### src/irq_prio_pkg.sv
/*
 holds register indices, reset values, write masks, request slot
 numbers, field codes and bus constants for the priority level block.
 assumes a single clock domain and a 32-bit ahb-lite register bus.
*/
package irq_prio_pkg;

   // ****************************************************************
   // register map (index, byte address is four times the index)
   // ****************************************************************
   localparam int unsigned DATA_W = 16;
   localparam int unsigned REG_COUNT = 3;
   localparam int unsigned FIELDS_PER_REG = 8;
   localparam int unsigned SLOT_COUNT = 24;
   localparam logic [3:0] IDX_TIMER_AB_C = 4'h7;
   localparam logic [3:0] IDX_SERIAL0_TIMER_A = 4'h8;
   localparam logic [3:0] IDX_MOTOR_CONVERTER = 4'h9;
   localparam logic [3:0] IDX_NONE = 4'h0;
   localparam logic [15:0] RST_TIMER_AB_C = 16'h0000;
   localparam logic [15:0] RST_SERIAL0_TIMER_A = 16'h0000;
   localparam logic [15:0] RST_MOTOR_CONVERTER = 16'h0000;
   localparam logic [15:0] WMASK_TIMER_AB_C = 16'hffff;
   localparam logic [15:0] WMASK_SERIAL0_TIMER_A = 16'hf3ff;
   localparam logic [15:0] WMASK_MOTOR_CONVERTER = 16'hffff;

   // ****************************************************************
   // request slots: register order times eight plus field lsb over two
   // ****************************************************************
   localparam int unsigned TIMER_C_CH1_SLOT = 0;
   localparam int unsigned TIMER_C_CH2_SLOT = 1;
   localparam int unsigned TIMER_C_CH3_SLOT = 2;
   localparam int unsigned TIMER_B_CH0_SLOT = 3;
   localparam int unsigned TIMER_B_CH1_SLOT = 4;
   localparam int unsigned TIMER_B_CH2_SLOT = 5;
   localparam int unsigned TIMER_B_CH3_SLOT = 6;
   localparam int unsigned TIMER_A_CH0_SLOT = 7;
   localparam int unsigned TIMER_A_CH1_SLOT = 8;
   localparam int unsigned TIMER_A_CH2_SLOT = 9;
   localparam int unsigned TIMER_A_CH3_SLOT = 10;
   localparam int unsigned SERIAL0_TX_EMPTY_SLOT = 11;
   localparam int unsigned SERIAL0_TX_IDLE_SLOT = 12;
   localparam int unsigned SERIAL0_RSVD_SLOT = 13;
   localparam int unsigned SERIAL0_RX_ERROR_SLOT = 14;
   localparam int unsigned SERIAL0_RX_FULL_SLOT = 15;
   localparam int unsigned CONV_B_COMPLETE_SLOT = 16;
   localparam int unsigned CONV_A_COMPLETE_SLOT = 17;
   localparam int unsigned CONV_B_ZERO_CROSS_SLOT = 18;
   localparam int unsigned CONV_A_ZERO_CROSS_SLOT = 19;
   localparam int unsigned PWM_B_RELOAD_SLOT = 20;
   localparam int unsigned PWM_A_RELOAD_SLOT = 21;
   localparam int unsigned PWM_B_FAULT_SLOT = 22;
   localparam int unsigned PWM_A_FAULT_SLOT = 23;

   // ****************************************************************
   // field codes and levels
   // ****************************************************************
   localparam logic [1:0] CODE_OFF = 2'h0;
   localparam logic [1:0] CODE_L0 = 2'h1;
   localparam logic [1:0] CODE_L1 = 2'h2;
   localparam logic [1:0] CODE_L2 = 2'h3;
   localparam logic [1:0] LEVEL_0 = 2'h0;
   localparam logic [1:0] LEVEL_1 = 2'h1;
   localparam logic [1:0] LEVEL_2 = 2'h2;

   // ****************************************************************
   // bus constants
   // ****************************************************************
   localparam logic [1:0] HTRANS_NONSEQ = 2'h2;
   localparam logic [2:0] HSIZE_WORD = 3'h2;
   localparam logic HRESP_OKAY = 1'b0;

   typedef struct packed {
      logic en;
      logic [1:0] lvl;
   } prio_t;

   // field code to enable and level, never above level 2
   function automatic prio_t field_level(input logic [1:0] code);
      prio_t p;
      p.en = 1'b0;
      p.lvl = LEVEL_0;
      case (code)
         CODE_L0: begin
            p.en = 1'b1;
            p.lvl = LEVEL_0;
         end
         CODE_L1: begin
            p.en = 1'b1;
            p.lvl = LEVEL_1;
         end
         CODE_L2: begin
            p.en = 1'b1;
            p.lvl = LEVEL_2;
         end
         default: begin
            p.en = 1'b0;
            p.lvl = LEVEL_0;
         end
      endcase
      return p;
   endfunction

endpackage

### src/reg_access_if.sv
/*
 holds the register access interface between the bus port and the
 register file. assumes one clock; wr_en is a one-cycle strobe.
*/
`timescale 1ns/1ps
interface reg_access_if;
   logic wr_en;
   logic [3:0] idx;
   logic [15:0] wdata;
   logic [15:0] rdata;
   modport bus (output wr_en, output idx, output wdata, input rdata);
   modport regs (input wr_en, input idx, input wdata, output rdata);
endinterface

### src/ahb_reg_port.sv
/*
 holds the ahb-lite slave that turns single word transfers into
 register strobes. assumes it is the only slave, so hready is its own
 hreadyout; every transfer gets one wait state.
*/
`timescale 1ns/1ps
module ahb_reg_port (
   input wire logic clk,
   input wire logic resetn,
   input wire logic hsel,
   input wire logic [31:0] haddr,
   input wire logic [1:0] htrans,
   input wire logic hwrite,
   input wire logic [2:0] hsize,
   input wire logic [31:0] hwdata,
   input wire logic hready,
   output logic hreadyout,
   output logic hresp,
   output logic [31:0] hrdata,
   reg_access_if.bus bus
);

   typedef struct packed {
      logic pend;
      logic write;
      logic [3:0] idx;
      logic ready;
      logic [31:0] rdata;
   } port_t;

   port_t st_q;
   port_t st_d;
   logic mapped;

   // ****************************************************************
   // address phase decode and data phase
   // ****************************************************************
   always_comb begin
      st_d = st_q;
      mapped = (haddr[31:6] == 26'h0) && (haddr[1:0] == 2'h0)
         && (hsize == irq_prio_pkg::HSIZE_WORD);
      bus.idx = st_q.idx;
      bus.wdata = hwdata[15:0];
      bus.wr_en = st_q.pend & st_q.write;
      if (st_q.pend) begin
         st_d.pend = 1'b0;
         st_d.ready = 1'b1;
         st_d.rdata = st_q.write ? 32'h0 : {16'h0, bus.rdata};
      end
      if (hready && hsel && htrans == irq_prio_pkg::HTRANS_NONSEQ) begin
         st_d.pend = 1'b1;
         st_d.ready = 1'b0;
         st_d.write = hwrite;
         st_d.idx = mapped ? haddr[5:2] : irq_prio_pkg::IDX_NONE;
      end
   end

   always_ff @(posedge clk or negedge resetn) begin
      if (!resetn) begin
         st_q <= '{pend: 1'b0, write: 1'b0, idx: 4'h0, ready: 1'b1, rdata: 32'h0};
      end else begin
         st_q <= st_d;
      end
   end

   assign hreadyout = st_q.ready;
   assign hresp = irq_prio_pkg::HRESP_OKAY;
   assign hrdata = st_q.rdata;

endmodule

### src/prio_field_decode.sv
/*
 holds the decode of one 2-bit priority field into enable and level.
 assumes the field comes from a register flip-flop.
*/
`timescale 1ns/1ps
module prio_field_decode (
   input wire logic [1:0] code,
   output logic en,
   output logic [1:0] lvl
);

   irq_prio_pkg::prio_t p;

   always_comb begin
      p = irq_prio_pkg::field_level(code);
      en = p.en;
      lvl = p.lvl;
   end

endmodule

### src/irq_priority_level_regs.sv
/*
 holds the three priority registers, their bus port and the gating of
 peripheral requests into levels for the arbitration logic.
 assumes requests are synchronous levels on clk and that arbitration
 samples the registered outputs.
*/
// What this block does
// RULE1 - field code 00 blocks its request from arbitration entirely
// RULE2 - field code 01 presents the request at level 0
// RULE3 - field code 10 presents the request at level 1
// RULE4 - field code 11 presents the request at level 2
// RULE5 - no field encoding yields a level above 2
// RULE6 - reset clears all three registers, disabling every request
// RULE7 - first register holds timer a ch0, timer b ch3-0, timer c ch3-1
// RULE8 - second register holds serial 0 events and timer a ch3-1
// RULE9 - second register bits 11 and 10 read zero, writes ignored
// RULE10 - third register upper byte holds pwm faults and reloads
// RULE11 - third register lower byte holds converter events
// RULE12 - registers are whole words at consecutive offsets, read back
`timescale 1ns/1ps
module irq_priority_level_regs (
   input wire logic clk,
   input wire logic resetn,
   input wire logic hsel,
   input wire logic [31:0] haddr,
   input wire logic [1:0] htrans,
   input wire logic hwrite,
   input wire logic [2:0] hsize,
   input wire logic [31:0] hwdata,
   input wire logic hready,
   output logic hreadyout,
   output logic hresp,
   output logic [31:0] hrdata,
   input wire logic [23:0] src_irq,
   output logic [23:0] req_out,
   output logic [23:0] req_enabled,
   output logic [2:0] level_pending,
   output logic top_valid,
   output logic [1:0] top_level,
   output logic [1:0] timer_a_ch0_level,
   output logic [1:0] timer_b_ch3_level,
   output logic [1:0] timer_b_ch2_level,
   output logic [1:0] timer_b_ch1_level,
   output logic [1:0] timer_b_ch0_level,
   output logic [1:0] timer_c_ch3_level,
   output logic [1:0] timer_c_ch2_level,
   output logic [1:0] timer_c_ch1_level,
   output logic [1:0] serial0_rx_full_level,
   output logic [1:0] serial0_rx_error_level,
   output logic [1:0] serial0_tx_idle_level,
   output logic [1:0] serial0_tx_empty_level,
   output logic [1:0] timer_a_ch3_level,
   output logic [1:0] timer_a_ch2_level,
   output logic [1:0] timer_a_ch1_level,
   output logic [1:0] pwm_a_fault_level,
   output logic [1:0] pwm_b_fault_level,
   output logic [1:0] pwm_a_reload_level,
   output logic [1:0] pwm_b_reload_level,
   output logic [1:0] conv_a_zero_cross_level,
   output logic [1:0] conv_b_zero_cross_level,
   output logic [1:0] conv_a_complete_level,
   output logic [1:0] conv_b_complete_level
);

   // ****************************************************************
   // state
   // ****************************************************************
   typedef struct packed {
      logic [15:0] timer_ab_c_priority;
      logic [15:0] serial0_timer_a_priority;
      logic [15:0] motor_converter_priority;
      logic [23:0] req;
      logic [23:0] en;
      logic [47:0] lvl;
      logic [2:0] pend;
      logic top_vld;
      logic [1:0] top_lvl;
   } regs_t;

   regs_t st_q;
   regs_t st_d;
   reg_access_if acc ();
   logic [47:0] fields;
   logic [23:0] dec_en;
   logic [47:0] dec_lvl;
   logic [2:0] reg_sel;

   // ****************************************************************
   // register decode
   // ****************************************************************
   function automatic logic [2:0] reg_hit(input logic [3:0] idx);
      logic [2:0] hit;
      hit = 3'h0;
      case (idx)
         irq_prio_pkg::IDX_TIMER_AB_C: begin
            hit = 3'h1;
         end
         irq_prio_pkg::IDX_SERIAL0_TIMER_A: begin
            hit = 3'h2;
         end
         irq_prio_pkg::IDX_MOTOR_CONVERTER: begin
            hit = 3'h4;
         end
         default: begin
            hit = 3'h0;
         end
      endcase
      return hit;
   endfunction

   assign reg_sel = reg_hit(acc.idx);

   // ****************************************************************
   // bus port
   // ****************************************************************
   ahb_reg_port u_port (
      .clk(clk),
      .resetn(resetn),
      .hsel(hsel),
      .haddr(haddr),
      .htrans(htrans),
      .hwrite(hwrite),
      .hsize(hsize),
      .hwdata(hwdata),
      .hready(hready),
      .hreadyout(hreadyout),
      .hresp(hresp),
      .hrdata(hrdata),
      .bus(acc.bus)
   );

   // ****************************************************************
   // read back
   // ****************************************************************
   // RULE12 word read back
   always_comb begin
      case (reg_sel)
         3'h1: begin
            acc.rdata = st_q.timer_ab_c_priority;
         end
         // RULE9 reserved reads zero
         3'h2: begin
            acc.rdata = st_q.serial0_timer_a_priority
               & irq_prio_pkg::WMASK_SERIAL0_TIMER_A;
         end
         3'h4: begin
            acc.rdata = st_q.motor_converter_priority;
         end
         default: begin
            acc.rdata = 16'h0000;
         end
      endcase
   end

   // ****************************************************************
   // field decode, slot = register order * 8 + field lsb / 2
   // ****************************************************************
   // RULE7 first register layout
   // RULE8 second register layout
   // RULE10 third register upper byte
   // RULE11 third register lower byte
   assign fields = {st_q.motor_converter_priority,
      st_q.serial0_timer_a_priority, st_q.timer_ab_c_priority};

   for (genvar s = 0; s < irq_prio_pkg::SLOT_COUNT; s++) begin : g_dec
      prio_field_decode u_dec (
         .code(fields[2*s +: 2]),
         .en(dec_en[s]),
         .lvl(dec_lvl[2*s +: 2])
      );
   end

   // ****************************************************************
   // next state
   // ****************************************************************
   always_comb begin
      st_d = st_q;
      // RULE12 whole word writes
      if (acc.wr_en) begin
         case (reg_sel)
            3'h1: begin
               st_d.timer_ab_c_priority = acc.wdata
                  & irq_prio_pkg::WMASK_TIMER_AB_C;
            end
            // RULE9 reserved write ignored
            3'h2: begin
               st_d.serial0_timer_a_priority = acc.wdata
                  & irq_prio_pkg::WMASK_SERIAL0_TIMER_A;
            end
            3'h4: begin
               st_d.motor_converter_priority = acc.wdata
                  & irq_prio_pkg::WMASK_MOTOR_CONVERTER;
            end
            default: begin
               st_d.timer_ab_c_priority = st_q.timer_ab_c_priority;
            end
         endcase
      end
      // RULE1 code 00 blocks request
      st_d.en = dec_en;
      st_d.req = dec_en & src_irq;
      // RULE2 code 01 level 0
      // RULE3 code 10 level 1
      // RULE4 code 11 level 2
      st_d.lvl = dec_lvl;
      // RULE5 levels capped at 2
      st_d.pend = 3'h0;
      for (int s = 0; s < irq_prio_pkg::SLOT_COUNT; s++) begin
         if (st_d.req[s]) begin
            case (dec_lvl[2*s +: 2])
               irq_prio_pkg::LEVEL_0: begin
                  st_d.pend[0] = 1'b1;
               end
               irq_prio_pkg::LEVEL_1: begin
                  st_d.pend[1] = 1'b1;
               end
               default: begin
                  st_d.pend[2] = 1'b1;
               end
            endcase
         end
      end
      st_d.top_vld = |st_d.pend;
      if (st_d.pend[2]) begin
         st_d.top_lvl = irq_prio_pkg::LEVEL_2;
      end else if (st_d.pend[1]) begin
         st_d.top_lvl = irq_prio_pkg::LEVEL_1;
      end else begin
         st_d.top_lvl = irq_prio_pkg::LEVEL_0;
      end
   end

   // ****************************************************************
   // registers
   // ****************************************************************
   // RULE6 reset disables all
   always_ff @(posedge clk or negedge resetn) begin
      if (!resetn) begin
         st_q.timer_ab_c_priority <= irq_prio_pkg::RST_TIMER_AB_C;
         st_q.serial0_timer_a_priority <= irq_prio_pkg::RST_SERIAL0_TIMER_A;
         st_q.motor_converter_priority <= irq_prio_pkg::RST_MOTOR_CONVERTER;
         st_q.req <= 24'h0;
         st_q.en <= 24'h0;
         st_q.lvl <= 48'h0;
         st_q.pend <= 3'h0;
         st_q.top_vld <= 1'b0;
         st_q.top_lvl <= 2'h0;
      end else begin
         st_q <= st_d;
      end
   end

   // ****************************************************************
   // outputs
   // ****************************************************************
   assign req_out = st_q.req;
   assign req_enabled = st_q.en;
   assign level_pending = st_q.pend;
   assign top_valid = st_q.top_vld;
   assign top_level = st_q.top_lvl;
   assign timer_a_ch0_level =
      st_q.lvl[2*irq_prio_pkg::TIMER_A_CH0_SLOT +: 2];
   assign timer_b_ch3_level =
      st_q.lvl[2*irq_prio_pkg::TIMER_B_CH3_SLOT +: 2];
   assign timer_b_ch2_level =
      st_q.lvl[2*irq_prio_pkg::TIMER_B_CH2_SLOT +: 2];
   assign timer_b_ch1_level =
      st_q.lvl[2*irq_prio_pkg::TIMER_B_CH1_SLOT +: 2];
   assign timer_b_ch0_level =
      st_q.lvl[2*irq_prio_pkg::TIMER_B_CH0_SLOT +: 2];
   assign timer_c_ch3_level =
      st_q.lvl[2*irq_prio_pkg::TIMER_C_CH3_SLOT +: 2];
   assign timer_c_ch2_level =
      st_q.lvl[2*irq_prio_pkg::TIMER_C_CH2_SLOT +: 2];
   assign timer_c_ch1_level =
      st_q.lvl[2*irq_prio_pkg::TIMER_C_CH1_SLOT +: 2];
   assign serial0_rx_full_level =
      st_q.lvl[2*irq_prio_pkg::SERIAL0_RX_FULL_SLOT +: 2];
   assign serial0_rx_error_level =
      st_q.lvl[2*irq_prio_pkg::SERIAL0_RX_ERROR_SLOT +: 2];
   assign serial0_tx_idle_level =
      st_q.lvl[2*irq_prio_pkg::SERIAL0_TX_IDLE_SLOT +: 2];
   assign serial0_tx_empty_level =
      st_q.lvl[2*irq_prio_pkg::SERIAL0_TX_EMPTY_SLOT +: 2];
   assign timer_a_ch3_level =
      st_q.lvl[2*irq_prio_pkg::TIMER_A_CH3_SLOT +: 2];
   assign timer_a_ch2_level =
      st_q.lvl[2*irq_prio_pkg::TIMER_A_CH2_SLOT +: 2];
   assign timer_a_ch1_level =
      st_q.lvl[2*irq_prio_pkg::TIMER_A_CH1_SLOT +: 2];
   assign pwm_a_fault_level =
      st_q.lvl[2*irq_prio_pkg::PWM_A_FAULT_SLOT +: 2];
   assign pwm_b_fault_level =
      st_q.lvl[2*irq_prio_pkg::PWM_B_FAULT_SLOT +: 2];
   assign pwm_a_reload_level =
      st_q.lvl[2*irq_prio_pkg::PWM_A_RELOAD_SLOT +: 2];
   assign pwm_b_reload_level =
      st_q.lvl[2*irq_prio_pkg::PWM_B_RELOAD_SLOT +: 2];
   assign conv_a_zero_cross_level =
      st_q.lvl[2*irq_prio_pkg::CONV_A_ZERO_CROSS_SLOT +: 2];
   assign conv_b_zero_cross_level =
      st_q.lvl[2*irq_prio_pkg::CONV_B_ZERO_CROSS_SLOT +: 2];
   assign conv_a_complete_level =
      st_q.lvl[2*irq_prio_pkg::CONV_A_COMPLETE_SLOT +: 2];
   assign conv_b_complete_level =
      st_q.lvl[2*irq_prio_pkg::CONV_B_COMPLETE_SLOT +: 2];

endmodule

### config.mk
export PLATFORM = sky130hd
export DESIGN_NAME = irq_priority_level_regs
export DESIGN_NICKNAME = d
export VERILOG_FILES = /design/src/irq_prio_pkg.sv /design/src/reg_access_if.sv /design/src/ahb_reg_port.sv /design/src/prio_field_decode.sv /design/src/irq_priority_level_regs.sv
export SDC_FILE = /design/constraint.sdc
export NUM_CORES = 1
export LEC_CHECK = 0
export CORE_UTILIZATION = 45
export CTS_BUF_LIST = sky130_fd_sc_hd__clkbuf_8
export CTS_CLUSTER_SIZE = 40
export DETAILED_ROUTE_END_ITERATION = 7
export DONT_BUFFER_PORTS = 1
export GPL_TIMING_DRIVEN = 0
export SLEW_MARGIN = 20
export SYNTH_ARGS = -nofsm -noshare
export SYNTH_HDL_FRONTEND = slang
export SYNTH_SLANG_ARGS = --single-unit
### constraint.sdc
create_clock -name clk -period 1.8 [get_ports clk]
set_input_delay 0.27 -clock clk [delete_from_list [all_inputs] [get_ports clk]]
set_output_delay 0.27 -clock clk [all_outputs]
set_load 0.02 [all_outputs]
---- Word level (Yosys, flattened, before mapping) ----
Cells that the tools add are included.
storage, ports and cells
  bits in registers ....................... 184
  input bits .............................. 98
  output and inout bits ................... 134
  word-level logic and storage cells ...... 297
cells by class
  eq/ne operators ......................... 100
  muxes and demuxes ....................... 124
  bitwise operators ....................... 2
  reductions and logical operators ........ 57
operator list
  kind                number
  $pmux 3 s3          24
  $eq 2x2->1 const B  47
  $eq 2x1->1 const B  46
  $mux 1              71
  $mux 3              23
  $logic_not 2->1     24
  $pmux 16 s3         1
  $reduce_or 2->1     23
  $mux 33             1
  $logic_not 26->1    1
  $and 24x24->24      1
  $mux 16             1
  $eq 4x4->1 const B  2
  $mux 7              1
  $eq 3x2->1 const B  2
  $reduce_and 2->1    3
  $eq 4x3->1 const B  1
  $logic_and 1x1->1   4
  $mux 4              1
  $eq 3x1->1 const B  1
  $eq 3x3->1 const B  1
  $reduce_or 3->1     1
  $mux 2              1
  $reduce_bool 2->1   1
  $and 1x1->1         1

---- Depth between registers and ports, before layout ----
  word-level depth ........................ 53
  gate-level depth with buffers ........... 6

---- Hierarchy ----
A second synthesis with hierarchy kept.
unflattened totals
  cells, all modules ...................... 580
  area, all modules ....................... 7249.5 um^2
modules (own cells, without submodules)
  module                   times used  cells each  area an instance (um^2)
  irq_priority_level_regs  1           348         5236.3
  ahb_reg_port             1           160         1472.7
  prio_field_decode        24          3           22.5

---- Worst setup path after synthesis ----
No wires, ideal clock.
  path kind ............................... register to register
  start point ............................. reg st_q (netlist bit fields[10])
  end point ............................... reg st_q (netlist bit top_valid)
  setup time .............................. 131 ps
  arrival time ............................ 1870 ps
  required time ........................... 1669 ps
  slack ................................... -201 ps
  cell stages (with the launch flop) ...... 6
  buffers on the path ..................... 0
  clock period less this slack ............ 2001 ps
  cell sequence ........................... dfrtp_1 > and2_4 > a22o_1 > a2111o_1 > or4_4 > or3_1
RTL lines
  item                    RTL line                        text
  start, declared         irq_priority_level_regs.sv:80   regs_t st_q;
  start signal, assigned  irq_priority_level_regs.sv:249  st_q <= st_d;

==> out/metrics.yaml <==
power:
  total_leakage_power_uw: 0.00416
  power_density_nw_per_um2: 807
  max-vdd-ir-drop_mv: 0.505
synthesis:
  yosysTopAreaCellShare_pct: 61.3
  synth_seq_area_share_pct: 61.7
  synth_warnings: 0
  synth.most_common_cell: "dfrtp_1"
  syn_avg_cell_area_sq_um: 12.6
  synth.distinct_cells: 40
  synth_common_cells: "dfrtp_1, mux2_2, and2_1"
  postSynthCellCount: 533
  yosys.area.top_type: "dfrtp_1"
  synth-async-reset-ratio_pct: 100
  yosys_register_bits: 166
  synth_edf_count: 0
  ys.flop_type: "dfrtp_1"
  yosys-top-cells-area: "dfrtp_1, mux2_2, and2_1"
  synthesis.area_sq_um: 6730
critical_path:
  startpoint_type: "register"
  worstPathArrival_ns: 2.34
  r2r-start: "fields[7]"
  reg2reg_slack_ns: -0.19
  r2r-end: "top_valid"
  crit_type: "reg2reg"
  worst-r2r-cell-count: 5
  cp-end-kind: "register"
  required_ns: 2.15
  crit_fanout: 6
finish:
  final_util_pct: 56.7
  drive_gt1_share_pct: 33.5
  nFillCells: 1233
  area_growth_pct: 22.9
  multiInputGateArea_sq_um: 2290
  fin_nets: 747
  seq_area_sq_um: 4170
  antenna_cells: 0
sta:
  slew_headroom_pct: 60.3
  fin_tns_setup_ns: -0.376
  fmax_ghz: 0.502
  setup_viol: 3
  fin_crit_ns: 1.99
  rsz0062_at_grt: "yes"
  worst_pin_slew_ns: 0.596
  setup_slack_ns: -0.192
  hold_viol: 166
  hold-worst-slack_ns: -0.508
  skew_ns: 0.0123
  period_share_pct: 111
  slew_violations: 0
floorplanning:
  start_util_pct: 46.1
  dieHeight_microns: 124
  rows: 44
  coreArea_sq_um: 14600
  dieArea_sq_um: 15400
  die_width_microns: 124
  io_pins: 232
placed_design:
  hpwl_mm: 12.3
  place_worst_setup_slack_ns: -0.536
  routabilityCongestion: 0.829
  io_buffers: 0
clock_network:
  htree_levels: 4
  cts_buffers: 17
  root_buffer: "clkbuf_8"
  hold_buffers: 45
  cts_tree: "built"
  cts.path.max_buffers: 2
  cts_sinks: 166
  clk_latency_ns: 0.47
  clk_pin_slew_ns: 0.10
global_route:
  grt_overflow: 0
  grtUsageTotal_pct: 24.4
  grt_max_degree: 167
  antenna_found_initial: 0
  grt_pass1_vias: 4741
  grt_pass1_wl_mm: 28.1
drt:
  ant_nets: 0
  via_count: 4579
  routedWlPerCell_microns: 21.3
  drtPass1Iterations: 5
  drt_iter0_drc: 323
  drc_errors: 0
  routed_wl_mm: 18.0
  vias_per_cell: 5.41
min_path:
  hp-class: "in2async"
status:
  violations: "hold timing, setup timing"
  status: "finished, violations left"
job:
  maxCapViolations: 0
==> worst max-delay path by stage <==
stage,from,end,slack [ns],cells past startpoint
CTS,fields[10],top_valid,-0.18,5
global route,fields[47],top_valid,-0.22,5
finish,fields[7],top_valid,-0.19,5
global placement,u_port.bus.idx[0],u_port.hrdata[6],-0.52,5
detailed placement,u_port.bus.idx[0],u_port.hrdata[6],-0.54,5
floorplan,fields[11],top_valid,-0.09,5
==> critical path: stages (launching register included) <==
cell and delay, ns:
dfrtp_2 0.45, and2_1 0.16, a22oi_1 0.21, nand4_1 0.17, or4_4 0.57, or3_1 0.31
==> power by group <==
group          leakage [uW]  total, uW  internal (uW)  switching, uW
Clock              0.000198       2740           1300           1440
Combinational       0.00167        178            101           77.4
Sequential          0.00229       3750           3740           14.6
Total               0.00416       6670           5140           1530
==> cell families (layout without fill, tap and decap cells) <==
kind of cell	count (synthesis)	in the layout	share of synthesized area, %
compound gates	61	61	6.60
other cells	1	19	0.0557
mux	60	60	10.0
buf+inv	67	178	5.84
simple gates	178	178	15.7
flops	166	166	61.7
==> metal layers <==
layer  share of wire (%)  up-vias  track usage [%]
met1                  41     2303             31.6
met3                 7.5       26             6.70
li1                    -     2037                -
met4                 1.9        0             8.50
met2                  49      213             39.5
met5                   0        -                0
==> per-stage QoR <==
step                      power (uW)  instances  area, sq um
after floorplan                 3910        551         6810
after global placement          3910        735         7040
after detailed placement        3910        735         7040
after CTS                       6730        836         8170
after global routing            6920        846         8270
final                           6670        846         8270
==> flip-flops by register name, summed over array words and instances (netlist names), 3 cells and up <==
name	count
level_pending	3
fields	46
req_enabled	23
u_port.bus.idx	4
u_port.hrdata	16
req_out	23
==> cell usage in the layout, fill, tap and decap left out, types with 6 or more instances in the layout <==
cell type      Yosys  layout
inv_1             17      17
a22o_1             7       7
or2_2             23      23
and2_1            50      50
dfrtp_2            0      13
dlygate4sd3_1      0      45
nor4_1            10      10
inv_6              0       6
dfrtp_1          165     152
clkbuf_8           0      19
nand3_1            9       9
buf_4             36      73
mux2_2            60      60
nor2b_1           23      23
a22oi_1           17      16
o22ai_1           26      26
nand2_1           32      32
nand4_1            6       6
nand3b_1           8       8
conb_1             1      19
==> repair_timing <==
action,4_1_cts,5_1_grt
pin swaps,3,4
buffers inserted,25,10
hold endpoints to repair,241,166
gates resized for setup,33,8
setup endpoints to repair,57,29
==> area by class of cell <==
type	count	area share (%)
flip-flops and latches	166	50.4
multi-input cells	318	27.7
repair buffers	80	8.62
plain buffers	49	4.72
clock buffers	18	3.00
well taps	184	2.78
clock inverters	14	1.95
inverters	17	0.771
Note: power is estimated with default switching activity, not from simulation.
